`config.mk`:
```
export PLATFORM = sky130hd
export DESIGN_NAME = transfer_controller
export DESIGN_NICKNAME = d
export VERILOG_FILES = /design/src/include/tc_pkg.sv /design/src/hdl/state_timer.sv /design/src/hdl/transfer_controller.sv
export VERILOG_INCLUDE_DIRS = /design/src /design/src/include
export SDC_FILE = /design/constraint.sdc
export NUM_CORES = 1
export LEC_CHECK = 0
export BUFFER_PORTS_ARGS = -buffer_cell sky130_fd_sc_hd__buf_4
export CAP_MARGIN = 25
export CORE_MARGIN = 2
export CORE_UTILIZATION = 64
export DETAILED_ROUTE_END_ITERATION = 12
export PLACE_DENSITY = 0.85
export REMOVE_ABC_BUFFERS = 1
export SETUP_SLACK_MARGIN = 0.2
export SLEW_MARGIN = 5
export SYNTH_ARGS = -nofsm -noshare
export SYNTH_HDL_FRONTEND = slang
export SYNTH_HIERARCHICAL = 1
export SYNTH_SLANG_ARGS = --single-unit
```
`constraint.sdc`:
```
create_clock -name ref_clk -period 17 [get_ports ref_clk]
set_input_delay 3.4 -clock ref_clk [delete_from_list [all_inputs] [get_ports ref_clk]]
set_output_delay 3.4 -clock ref_clk [all_outputs]
set_load 0.01 [all_outputs]
```
`src/include/tc_consts.svh`:
```
/*
  Offsets, field positions and state counts of the transfer controller.
  Assumes it is included by its bare name before any code that uses it.
*/
`ifndef TC_CONSTS_SVH
`define TC_CONSTS_SVH

`define TC_PRIO_STATES 8'h02
`define TC_INS_ONCHIP 8'h26
`define TC_INS_EXT_BASE 8'h4A
`define TC_INS_EXT_W 8'h10
`define TC_STK_MIN_ON 8'h10
`define TC_STK_MAX_ON 8'h15
`define TC_STK_MIN_EXT 8'h1C
`define TC_STK_MIN_EXT_W 8'h06
`define TC_STK_MAX_EXT 8'h29
`define TC_STK_MAX_EXT_W 8'h0A
`define TC_XFER_BASE 8'h1A
`define TC_INC_STATES 8'h02
`define TC_ACC_STATES 8'h02
`define TC_SETTLE 8'h03

`define TC_VEC_BASE_MIN 16'h00A0
`define TC_VEC_BASE_MAX 16'h0140
`define TC_DESC_LAST 3'h7

`define TC_MODE_WORD 15
`define TC_MODE_SI 14
`define TC_MODE_DI 13

`define TC_REG_CTRL 8'h00
`define TC_REG_XEN 8'h04
`define TC_REG_IE 8'h08
`define TC_REG_PRIO 8'h0C
`define TC_REG_STAT 8'h10
`define TC_REG_MASK 8'h14
`define TC_REG_STATE 8'h18
`define TC_REG_LAST 8'h1C

`define TC_CTRL_MAX 0
`define TC_CTRL_INSEXT 1
`define TC_CTRL_STKEXT 2
`define TC_CTRL_WAIT 5:4
`define TC_CTRL_LEVEL 10:8
`define TC_ST_XFER 0
`define TC_ST_END 1

`endif

```
`src/include/tc_pkg.sv`:
```
/*
  Types shared by the transfer controller files.
  Assumes nothing beyond a SystemVerilog compiler.
*/
package tc_pkg;
  typedef enum logic [10:0] {
    ST_IDLE = 11'h001,
    ST_PRIO = 11'h002,
    ST_INSN = 11'h004,
    ST_VEC = 11'h008,
    ST_LOAD = 11'h010,
    ST_READ = 11'h020,
    ST_WRITE = 11'h040,
    ST_WBACK = 11'h080,
    ST_PAD = 11'h100,
    ST_STACK = 11'h200,
    ST_SETTLE = 11'h400
  } tc_state_e;

  typedef struct packed {
    logic req;
    logic we;
    logic [15:0] addr;
    logic [7:0] wdata;
  } mem_req_s;

  typedef struct packed {
    logic [15:0] mode;
    logic [15:0] src;
    logic [15:0] dst;
    logic [15:0] cnt;
  } desc_s;

  typedef struct packed {
    logic hit;
    logic [2:0] idx;
  } pick_s;
endpackage

```
`src/hdl/state_timer.sv`:
```
/*
  Down counter that holds a phase for one state more than the loaded value.
  Assumes load is raised only in the cycle that enters the timed phase.
*/
`timescale 1ns/10ps
`default_nettype none

module state_timer #(
  parameter int W = 8
) (
  // Clock and reset.
  input wire logic ref_clk,
  input wire logic rst_n,
  // Control.
  input wire logic load,
  input wire logic [W-1:0] value,
  // Status.
  output logic done
);
  logic [W-1:0] cnt;
  logic [W-1:0] next_cnt;

  if (W < 2) begin : g_chk
    $error("state_timer width too small");
  end

  always_comb begin
    if (load) begin
      next_cnt = value;
    end else if (cnt != '0) begin
      next_cnt = W'(cnt - 1'b1);
    end else begin
      next_cnt = cnt;
    end
    done = (cnt == '0);
  end

  always_ff @(posedge ref_clk) begin
    if (!rst_n) begin
      cnt <= '0;
    end else begin
      cnt <= next_cnt;
    end
  end
endmodule

`default_nettype wire

```
`src/hdl/transfer_controller.sv`:
```
/*
  Interrupt-triggered transfer controller: arbitration, descriptor load,
  one byte or word move, write-back, and the completion interrupt.
  Assumes a byte-wide memory on ref_clk that answers each held request
  with a one-cycle mem_ack, and interrupt requests arriving as pins.
  // Operation
  // - Priority decision and mask comparison take two states.
  // - Waiting on an on-chip instruction adds at most 38 states.
  // - Waiting on an external instruction takes 74 + 16m states.
  // - On-chip stacking and prefetch take 16 states, or 21 in maximum mode.
  // - External stacking takes 28 + 6m states, or 41 + 10m in maximum mode.
  // - Descriptor is loaded from where the source's vector entry points.
  // - Route only when enabled, above mask level, and source enabled.
  // - Each accepted interrupt starts exactly one transfer.
  // - After the last transfer a CPU interrupt of the same type follows.
  // - A zero count gives an effective count of 65,536.
  // - Minimum-mode vector: upper pointer byte even, lower byte odd.
  // - Descriptor is four consecutive words in fixed order.
  // - A transfer takes 26 states plus increments plus access states.
*/
`timescale 1ns/10ps
`default_nettype none
`include "tc_consts.svh"

module transfer_controller #(
  parameter int NSRC = 8
) (
  // Clock and reset.
  input wire logic ref_clk,
  input wire logic rst_n,
  // Register port.
  input wire logic [7:0] reg_addr,
  input wire logic [31:0] reg_wdata,
  input wire logic reg_wr,
  input wire logic reg_rd,
  output logic [31:0] reg_rdata,
  // Interrupt sources.
  input wire logic [NSRC-1:0] irq_req,
  output logic [NSRC-1:0] req_ack,
  // Memory bus.
  output tc_pkg::mem_req_s mem_o,
  input wire logic [7:0] mem_rdata,
  input wire logic mem_ack,
  // CPU side.
  output logic cpu_irq,
  output logic [2:0] cpu_irq_type,
  output logic irq,
  output logic busy
);
  if (NSRC < 1 || NSRC > 8) begin : g_chk
    $error("NSRC must lie between 1 and 8");
  end

  // Software-visible state.
  logic [31:0] ctrl, next_ctrl;
  logic [NSRC-1:0] xen, next_xen;
  logic [NSRC-1:0] ie, next_ie;
  logic [3*NSRC-1:0] prio, next_prio;
  logic [1:0] status, next_status;
  logic [1:0] mask, next_mask;
  logic [31:0] next_rdata;
  logic next_irq;

  // Request synchroniser.
  logic [NSRC-1:0] irq_meta, irq_sync;

  // Engine state.
  tc_pkg::tc_state_e state, next_state;
  tc_pkg::mem_req_s next_mem;
  tc_pkg::desc_s desc, next_desc;
  logic [15:0] ptr, next_ptr;
  logic [15:0] data, next_data;
  logic [2:0] sel, next_sel;
  logic [2:0] bi, next_bi;
  logic [7:0] elapsed, next_elapsed;
  logic [NSRC-1:0] next_ack;
  logic next_cpu_irq, next_busy;
  logic [2:0] next_cpu_type;
  logic tmr_load, tmr_done;
  logic [7:0] tmr_val;
  logic ev_xfer, ev_end;
  tc_pkg::pick_s win;
  logic [7:0] m8, ins_len, stk_len, xfer_len;
  logic last_data;

  // Highest level wins; ties go to the lowest source number.
  function automatic tc_pkg::pick_s pick(input logic [NSRC-1:0] ok,
                                         input logic [3*NSRC-1:0] lv);
    tc_pkg::pick_s p;
    logic [2:0] best;
    p = '0;
    best = 3'h0;
    for (int i = 0; i < NSRC; i++) begin
      if (ok[i] && (!p.hit || lv[3*i +: 3] > best)) begin
        p.hit = 1'b1;
        p.idx = 3'(i);
        best = lv[3*i +: 3];
      end
    end
    return p;
  endfunction

  // Words stand in order mode, source, destination, count; high byte first.
  function automatic logic [7:0] desc_byte(input tc_pkg::desc_s d,
                                           input logic [2:0] k);
    logic [63:0] flat;
    flat = d;
    return flat[8*(7 - k) +: 8];
  endfunction

  state_timer #(.W(8)) u_timer (
    .ref_clk(ref_clk),
    .rst_n(rst_n),
    .load(tmr_load),
    .value(tmr_val),
    .done(tmr_done)
  );

  always_comb begin
    logic [NSRC-1:0] ok;
    ok = '0;
    for (int i = 0; i < NSRC; i++) begin
      ok[i] = irq_sync[i] && xen[i] && ie[i] &&
              (prio[3*i +: 3] > ctrl[`TC_CTRL_LEVEL]);
    end
    win = pick(ok, prio);
    m8 = {6'h00, ctrl[`TC_CTRL_WAIT]};
    ins_len = ctrl[`TC_CTRL_INSEXT] ?
              8'(`TC_INS_EXT_BASE + `TC_INS_EXT_W * m8) : `TC_INS_ONCHIP;
    unique case ({ctrl[`TC_CTRL_STKEXT], ctrl[`TC_CTRL_MAX]})
      2'h0: stk_len = `TC_STK_MIN_ON;
      2'h1: stk_len = `TC_STK_MAX_ON;
      2'h2: stk_len = 8'(`TC_STK_MIN_EXT + `TC_STK_MIN_EXT_W * m8);
      2'h3: stk_len = 8'(`TC_STK_MAX_EXT + `TC_STK_MAX_EXT_W * m8);
    endcase
    xfer_len = 8'(`TC_XFER_BASE + (desc.mode[`TC_MODE_SI] ? `TC_INC_STATES : 8'h00) +
                  (desc.mode[`TC_MODE_DI] ? `TC_INC_STATES : 8'h00) +
                  `TC_ACC_STATES + `TC_ACC_STATES);
    last_data = !desc.mode[`TC_MODE_WORD] || bi[0];
  end

  // Engine next state.
  always_comb begin
    next_state = state;
    next_desc = desc;
    next_ptr = ptr;
    next_data = data;
    next_sel = sel;
    next_bi = bi;
    next_elapsed = (elapsed == 8'hFF) ? elapsed : 8'(elapsed + 8'h01);
    next_ack = '0;
    next_cpu_irq = 1'b0;
    next_cpu_type = cpu_irq_type;
    tmr_load = 1'b0;
    tmr_val = 8'h00;
    ev_xfer = 1'b0;
    ev_end = 1'b0;
    unique case (state)
      tc_pkg::ST_IDLE: begin
        if (win.hit) begin
          next_sel = win.idx;
          tmr_load = 1'b1;
          tmr_val = 8'(`TC_PRIO_STATES - 8'h01);
          next_state = tc_pkg::ST_PRIO;
        end
      end
      tc_pkg::ST_PRIO: begin
        if (tmr_done) begin
          tmr_load = 1'b1;
          tmr_val = 8'(ins_len - 8'h01);
          next_state = tc_pkg::ST_INSN;
        end
      end
      tc_pkg::ST_INSN: begin
        if (tmr_done) begin
          next_bi = 3'h0;
          next_state = tc_pkg::ST_VEC;
        end
      end
      tc_pkg::ST_VEC: begin
        if (mem_ack) begin
          next_bi = 3'(bi + 3'h1);
          if (!bi[0]) begin
            next_ptr[15:8] = mem_rdata;
          end else begin
            next_ptr[7:0] = mem_rdata;
            next_bi = 3'h0;
            next_elapsed = 8'h00;
            next_state = tc_pkg::ST_LOAD;
          end
        end
      end
      tc_pkg::ST_LOAD: begin
        if (mem_ack) begin
          next_desc = (desc & ~(64'hFF << (8 * (7 - bi)))) |
                      (64'(mem_rdata) << (8 * (7 - bi)));
          next_bi = 3'(bi + 3'h1);
          if (bi == `TC_DESC_LAST) begin
            next_bi = 3'h0;
            next_state = tc_pkg::ST_READ;
          end
        end
      end
      tc_pkg::ST_READ: begin
        if (mem_ack) begin
          next_bi = 3'(bi + 3'h1);
          if (desc.mode[`TC_MODE_WORD] && !bi[0]) begin
            next_data[15:8] = mem_rdata;
          end else begin
            next_data[7:0] = mem_rdata;
          end
          if (last_data) begin
            next_bi = 3'h0;
            next_state = tc_pkg::ST_WRITE;
          end
        end
      end
      tc_pkg::ST_WRITE: begin
        if (mem_ack) begin
          next_bi = 3'(bi + 3'h1);
          if (last_data) begin
            if (desc.mode[`TC_MODE_SI]) begin
              next_desc.src = 16'(desc.src + {14'h0000, desc.mode[`TC_MODE_WORD],
                                              !desc.mode[`TC_MODE_WORD]});
            end
            if (desc.mode[`TC_MODE_DI]) begin
              next_desc.dst = 16'(desc.dst + {14'h0000, desc.mode[`TC_MODE_WORD],
                                              !desc.mode[`TC_MODE_WORD]});
            end
            next_desc.cnt = 16'(desc.cnt - 16'h0001);
            next_bi = 3'h0;
            next_state = tc_pkg::ST_WBACK;
          end
        end
      end
      tc_pkg::ST_WBACK: begin
        if (mem_ack) begin
          next_bi = 3'(bi + 3'h1);
          if (bi == `TC_DESC_LAST) begin
            next_bi = 3'h0;
            ev_xfer = 1'b1;
            next_state = tc_pkg::ST_PAD;
          end
        end
      end
      tc_pkg::ST_PAD: begin
        if (elapsed >= 8'(xfer_len - 8'h02)) begin
          next_ack[sel] = 1'b1;
          tmr_load = 1'b1;
          if (desc.cnt == 16'h0000) begin
            tmr_val = 8'(stk_len - 8'h01);
            next_state = tc_pkg::ST_STACK;
          end else begin
            tmr_val = 8'(`TC_SETTLE - 8'h01);
            next_state = tc_pkg::ST_SETTLE;
          end
        end
      end
      tc_pkg::ST_STACK: begin
        if (tmr_done) begin
          next_cpu_irq = 1'b1;
          next_cpu_type = sel;
          ev_end = 1'b1;
          tmr_load = 1'b1;
          tmr_val = 8'(`TC_SETTLE - 8'h01);
          next_state = tc_pkg::ST_SETTLE;
        end
      end
      tc_pkg::ST_SETTLE: begin
        if (tmr_done) begin
          next_state = tc_pkg::ST_IDLE;
        end
      end
      default: begin
        next_state = tc_pkg::ST_IDLE;
      end
    endcase
    next_busy = (next_state != tc_pkg::ST_IDLE);
  end

  // Bus request for the access that the next state makes.
  always_comb begin
    next_mem = '0;
    unique case (next_state)
      tc_pkg::ST_VEC: begin
        next_mem.req = 1'b1;
        next_mem.addr = ctrl[`TC_CTRL_MAX] ?
                        16'(`TC_VEC_BASE_MAX + {11'h000, next_sel, 2'h2} + next_bi) :
                        16'(`TC_VEC_BASE_MIN + {12'h000, next_sel, 1'b0} + next_bi);
      end
      tc_pkg::ST_LOAD: begin
        next_mem.req = 1'b1;
        next_mem.addr = 16'(next_ptr + {13'h0000, next_bi});
      end
      tc_pkg::ST_READ: begin
        next_mem.req = 1'b1;
        next_mem.addr = 16'(next_desc.src + {13'h0000, next_bi});
      end
      tc_pkg::ST_WRITE: begin
        next_mem.req = 1'b1;
        next_mem.we = 1'b1;
        next_mem.addr = 16'(next_desc.dst + {13'h0000, next_bi});
        next_mem.wdata = (next_desc.mode[`TC_MODE_WORD] && !next_bi[0]) ?
                         next_data[15:8] : next_data[7:0];
      end
      tc_pkg::ST_WBACK: begin
        next_mem.req = 1'b1;
        next_mem.we = 1'b1;
        next_mem.addr = 16'(next_ptr + {13'h0000, next_bi});
        next_mem.wdata = desc_byte(next_desc, next_bi);
      end
      default: begin
        next_mem = '0;
      end
    endcase
  end

  always_ff @(posedge ref_clk) begin
    if (!rst_n) begin
      state <= tc_pkg::ST_IDLE;
      desc <= '0;
      ptr <= 16'h0000;
      data <= 16'h0000;
      sel <= 3'h0;
      bi <= 3'h0;
      elapsed <= 8'h00;
      req_ack <= '0;
      cpu_irq <= 1'b0;
      cpu_irq_type <= 3'h0;
      busy <= 1'b0;
      mem_o <= '0;
    end else begin
      state <= next_state;
      desc <= next_desc;
      ptr <= next_ptr;
      data <= next_data;
      sel <= next_sel;
      bi <= next_bi;
      elapsed <= next_elapsed;
      req_ack <= next_ack;
      cpu_irq <= next_cpu_irq;
      cpu_irq_type <= next_cpu_type;
      busy <= next_busy;
      mem_o <= next_mem;
    end
  end

  always_ff @(posedge ref_clk) begin
    if (!rst_n) begin
      irq_meta <= '0;
      irq_sync <= '0;
    end else begin
      irq_meta <= irq_req;
      irq_sync <= irq_meta;
    end
  end

  // Register file; a status event wins over a clear in the same cycle.
  always_comb begin
    next_ctrl = ctrl;
    next_xen = xen;
    next_ie = ie;
    next_prio = prio;
    next_mask = mask;
    next_status = status;
    next_rdata = 32'h0000_0000;
    if (reg_wr) begin
      unique case (reg_addr)
        `TC_REG_CTRL: next_ctrl = reg_wdata;
        `TC_REG_XEN: next_xen = reg_wdata[NSRC-1:0];
        `TC_REG_IE: next_ie = reg_wdata[NSRC-1:0];
        `TC_REG_PRIO: next_prio = reg_wdata[3*NSRC-1:0];
        `TC_REG_STAT: next_status = status & ~reg_wdata[1:0];
        `TC_REG_MASK: next_mask = reg_wdata[1:0];
        default: next_ctrl = ctrl;
      endcase
    end
    next_status[`TC_ST_XFER] = next_status[`TC_ST_XFER] | ev_xfer;
    next_status[`TC_ST_END] = next_status[`TC_ST_END] | ev_end;
    if (reg_rd) begin
      unique case (reg_addr)
        `TC_REG_CTRL: next_rdata = ctrl;
        `TC_REG_XEN: next_rdata = 32'(xen);
        `TC_REG_IE: next_rdata = 32'(ie);
        `TC_REG_PRIO: next_rdata = 32'(prio);
        `TC_REG_STAT: next_rdata = 32'(status);
        `TC_REG_MASK: next_rdata = 32'(mask);
        `TC_REG_STATE: next_rdata = {13'h0000, desc.cnt == 16'h0000, sel, 4'h0, state};
        `TC_REG_LAST: next_rdata = {16'h0000, desc.cnt};
        default: next_rdata = 32'h0000_0000;
      endcase
    end
    next_irq = |(next_status & next_mask);
  end

  always_ff @(posedge ref_clk) begin
    if (!rst_n) begin
      ctrl <= 32'h0000_0000;
      xen <= '0;
      ie <= '0;
      prio <= '0;
      status <= 2'h0;
      mask <= 2'h0;
      reg_rdata <= 32'h0000_0000;
      irq <= 1'b0;
    end else begin
      ctrl <= next_ctrl;
      xen <= next_xen;
      ie <= next_ie;
      prio <= next_prio;
      status <= next_status;
      mask <= next_mask;
      reg_rdata <= next_rdata;
      irq <= next_irq;
    end
  end
endmodule

`default_nettype wire

```
==> results.json <==
{
  "status": "complete, no violations",
  "post-route-min-period_ns": 12.82,
  "hold_path.class": "flip-flop to flip-flop",
  "setup_viol": 0,
  "io_pins": 133,
  "dieHeight_microns": 163,
  "syn_area_sq_um": 16100,
  "post-route-util_pct": 73.0,
  "synth_top_area_share_pct": 36.4,
  "synthSimpleGateAreaFrac_pct": 25.4,
  "area_delta_synth_final_pct": 13.0,
  "max-vdd-ir-drop_mv": 0.106,
  "tightest_slew_ns": 1.04,
  "cp.required_ns": 17.43,
  "skew_ns": 0.0184,
  "synth.area.mux_share_pct": 4.12,
  "die_x_microns": 163,
  "cts_tree": "yes",
  "avgSynthCellArea_sq_um": 8.02,
  "cts-root-buf": "clkbuf_16",
  "io_buffers": 132,
  "ys_async_sr_fraction_pct": 0,
  "drt_iter0_drc": 2151,
  "powerDensity_nw_per_um2": 80.3,
  "maxCapViolCount": 0,
  "grt_pass1_wl_microns": 83300,
  "cp_slowest_cell": "dfxtp_1",
  "drv_slew": 0,
  "synth_flop_cell": "dfxtp_1",
  "synth-edff-count": 0,
  "cts.sinks": 293,
  "critPathKind": "flip-flop to flip-flop",
  "clkLatencyLatePin_ns": 0.58,
  "synth_compound_area_share_pct": 20.9,
  "max_stage_delay_ns": 0.65,
  "synth_area_leader_cell": "dfxtp_1",
  "synth_cell_types": 92,
  "antennaDiodeCount": 0,
  "hpwl_microns": 38400,
  "place.gp.congestion": 1.02,
  "cts_setup_buffers": 0,
  "synthAdderAreaFrac_pct": 6.45,
  "setup_tns_ns": 0,
  "arrival_ns": 13.25,
  "final_common_cell": "dfxtp_1",
  "initial_core_util_pct": 64.5,
  "detail-route-antenna-nets": 0,
  "rows": 58,
  "worstSetupEndpointType": "flip-flop",
  "vias": 16000,
  "drive_gt1_share_pct": 13.0,
  "synthCells": 2009,
  "synth_top_family_by_area": "simple AND/OR/NAND/NOR gates",
  "clock_path_buffers": 3,
  "routed_wl_microns": 54400,
  "hold_violations": 0,
  "yosys-top-cells-area": "dfxtp_1 (36%), nand2_1 (6.8%), ha_1 (5.8%)",
  "pre_cts_ws_ns": 4.35,
  "seq_area_frac_synth_pct": 36.4,
  "ys_ff_latch": 293,
  "cts_hold_buf": 0,
  "grt_max_degree": 94,
  "rsz0062_at_grt": "false",
  "ys_warn_count": 6,
  "htree_levels": 1,
  "via_per_inst": 6.59,
  "setup_slack_ns": 4.18,
  "wl_per_cell_microns": 22.3,
  "core_area_sq_um": 25000,
  "netSwitchingFraction_pct": 24.8,
  "power_frac_seq_pct": 48.2,
  "critPathMaxFanout": 10,
  "cp-start-kind": "flip-flop",
  "slew_headroom_pct": 29.4,
  "antenna_found_initial": 1,
  "final_cell_mix": "dfxtp_1 (293), nand2_1 (292), nor2_1 (202), a21oi_1 (159), buf_4 (156)",
  "grt_pass1_vias": 15200,
  "power.internal_uw": 1100,
  "grt_overflow": 0,
  "drc": 0,
  "cts_resized": 0,
  "p_sw_uw": 363,
  "grtUsageTotal_pct": 40.0,
  "die_area_sq_um": 26500,
  "hold_slack_ns": 0.434,
  "period_share_pct": 75.4,
  "final_nets": 2220,
  "drtPass1Iterations": 8,
  "power_frac_comb_pct": 6.2,
  "fill_cells": 1946,
  "synth-xor-area-share_pct": 2.07,
  "p_leak_uw": 0.00684,
  "fmax_ghz": 0.0780,
  "clkTransAtPathRegs_ns": 0.07,
  "clkPwrFrac_pct": 45.6,
  "cts_buffers": 31,
  "crit_top_cell": "ha_1"
}
[per-layer routing]
layer  vias up  track usage [%]  part of all wire, %
met4         2             23.7                  6.6
met1      7498             50.7                   39
met3       223             5.70                  9.3
met5         -                0                0.024
li1       7312                -                    -
met2      1006             64.9                   45
[cell families (layout without fill, tap and decap cells)]
family / Yosys count / in the layout
fa+ha+maj: 80 / 80
buf+inv: 185 / 280
flops: 293 / 293
simple gates: 834 / 834
mux: 65 / 65
xor+xnor: 38 / 38
compound gates: 514 / 514
[power groups by stage]
stage                     clock network, uW  registers, uW  logic [uW]
after CTS                               667            705        88.0
after floorplan                           0            718        50.6
after global routing                    696            706        96.0
after detailed placement                  0            720        86.6
final                                   668            705        90.1
after global placement                    0            719        84.4
[flip-flops by register name (all words and copies together) (netlist names)]
signal	flops
bi	3
busy	1
cpu_irq	1
cpu_irq_type	3
ctrl	32
data	16
desc	64
elapsed	8
ie	8
irq	1
irq_meta	8
irq_sync	8
mask	2
mem_o	26
prio	24
ptr	16
reg_rdata	32
req_ack	8
sel	3
state	11
status	2
u_timer/cnt	8
xen	8
[layout make-up]
cell class / count / area (sq um) / share of cell area [%]
multi-input combinational: 1531 / 9510 / 52.2
sequential: 293 / 5870 / 32.2
clock buffer: 39 / 846 / 4.64
inverter: 65 / 246 / 1.35
clock inverter: 19 / 146 / 0.804
tap: 330 / 413 / 2.27
timing repair buffer: 157 / 1180 / 6.49
[metrics by stage]
stage,total power (uW),instance area [sq um],std cells
detailed placement,806,17200,2375
global placement,804,17200,2374
finish,1460,18200,2434
floorplan,769,15600,1889
CTS,1460,18200,2433
global route,1500,18200,2434
[synth_stat cells (5+ instances only)]
| cell type | number |
|---|---|
| nand3_1 | 77 |
| a211oi_1 | 19 |
| mux2_2 | 10 |
| nand2b_1 | 17 |
| inv_1 | 61 |
| o22a_1 | 5 |
| a221oi_1 | 5 |
| o31ai_1 | 7 |
| o211ai_1 | 19 |
| nand2_1 | 292 |
| a22oi_1 | 57 |
| a32oi_1 | 10 |
| a31oi_1 | 32 |
| clkbuf_1 | 89 |
| ha_1 | 75 |
| dfxtp_1 | 293 |
| o21ai_1 | 17 |
| o21a_1 | 8 |
| and3_1 | 21 |
| mux2i_1 | 55 |
| nor2b_1 | 18 |
| nand4_1 | 28 |
| nor4b_2 | 5 |
| nor3b_1 | 12 |
| nor4_1 | 9 |
| o21ai_0 | 83 |
| nand3b_1 | 10 |
| and2_1 | 53 |
| fa_1 | 5 |
| o22ai_1 | 20 |
| nor2_1 | 203 |
| buf_2 | 22 |
| xnor2_1 | 18 |
| xor2_1 | 20 |
| a32o_1 | 5 |
| nor3_1 | 37 |
| and4_1 | 5 |
| nor4b_1 | 6 |
| a21oi_1 | 159 |
| a21o_1 | 11 |
[worst paths after layout]
path | startpoint | to | slack (ns) | cells past startpoint
hold / removal | irq_meta[5] | irq_sync[5] | 0.43 | 1
setup / recovery | ctrl[8] | mem_o[12] | 4.18 | 59
hold reg to reg | irq_meta[5] | irq_sync[5] | 0.43 | 1
setup reg to reg | ctrl[8] | mem_o[12] | 4.18 | 59
[worst max-delay path, delay by kind of cell (launching register included)]
| kind | cells | cell delay, ns |
|---|---|---|
| buffers and inverters | 4 | 0.33 |
| multiplexers | 5 | 1.73 |
| AND/OR/NAND/NOR | 13 | 1.78 |
| adder cells (fa/ha/maj) | 9 | 2.46 |
| flip-flops | 1 | 0.65 |
| AO/OA/AOI/OAI | 28 | 5.70 |
Power figures use the tool's default switching activity.
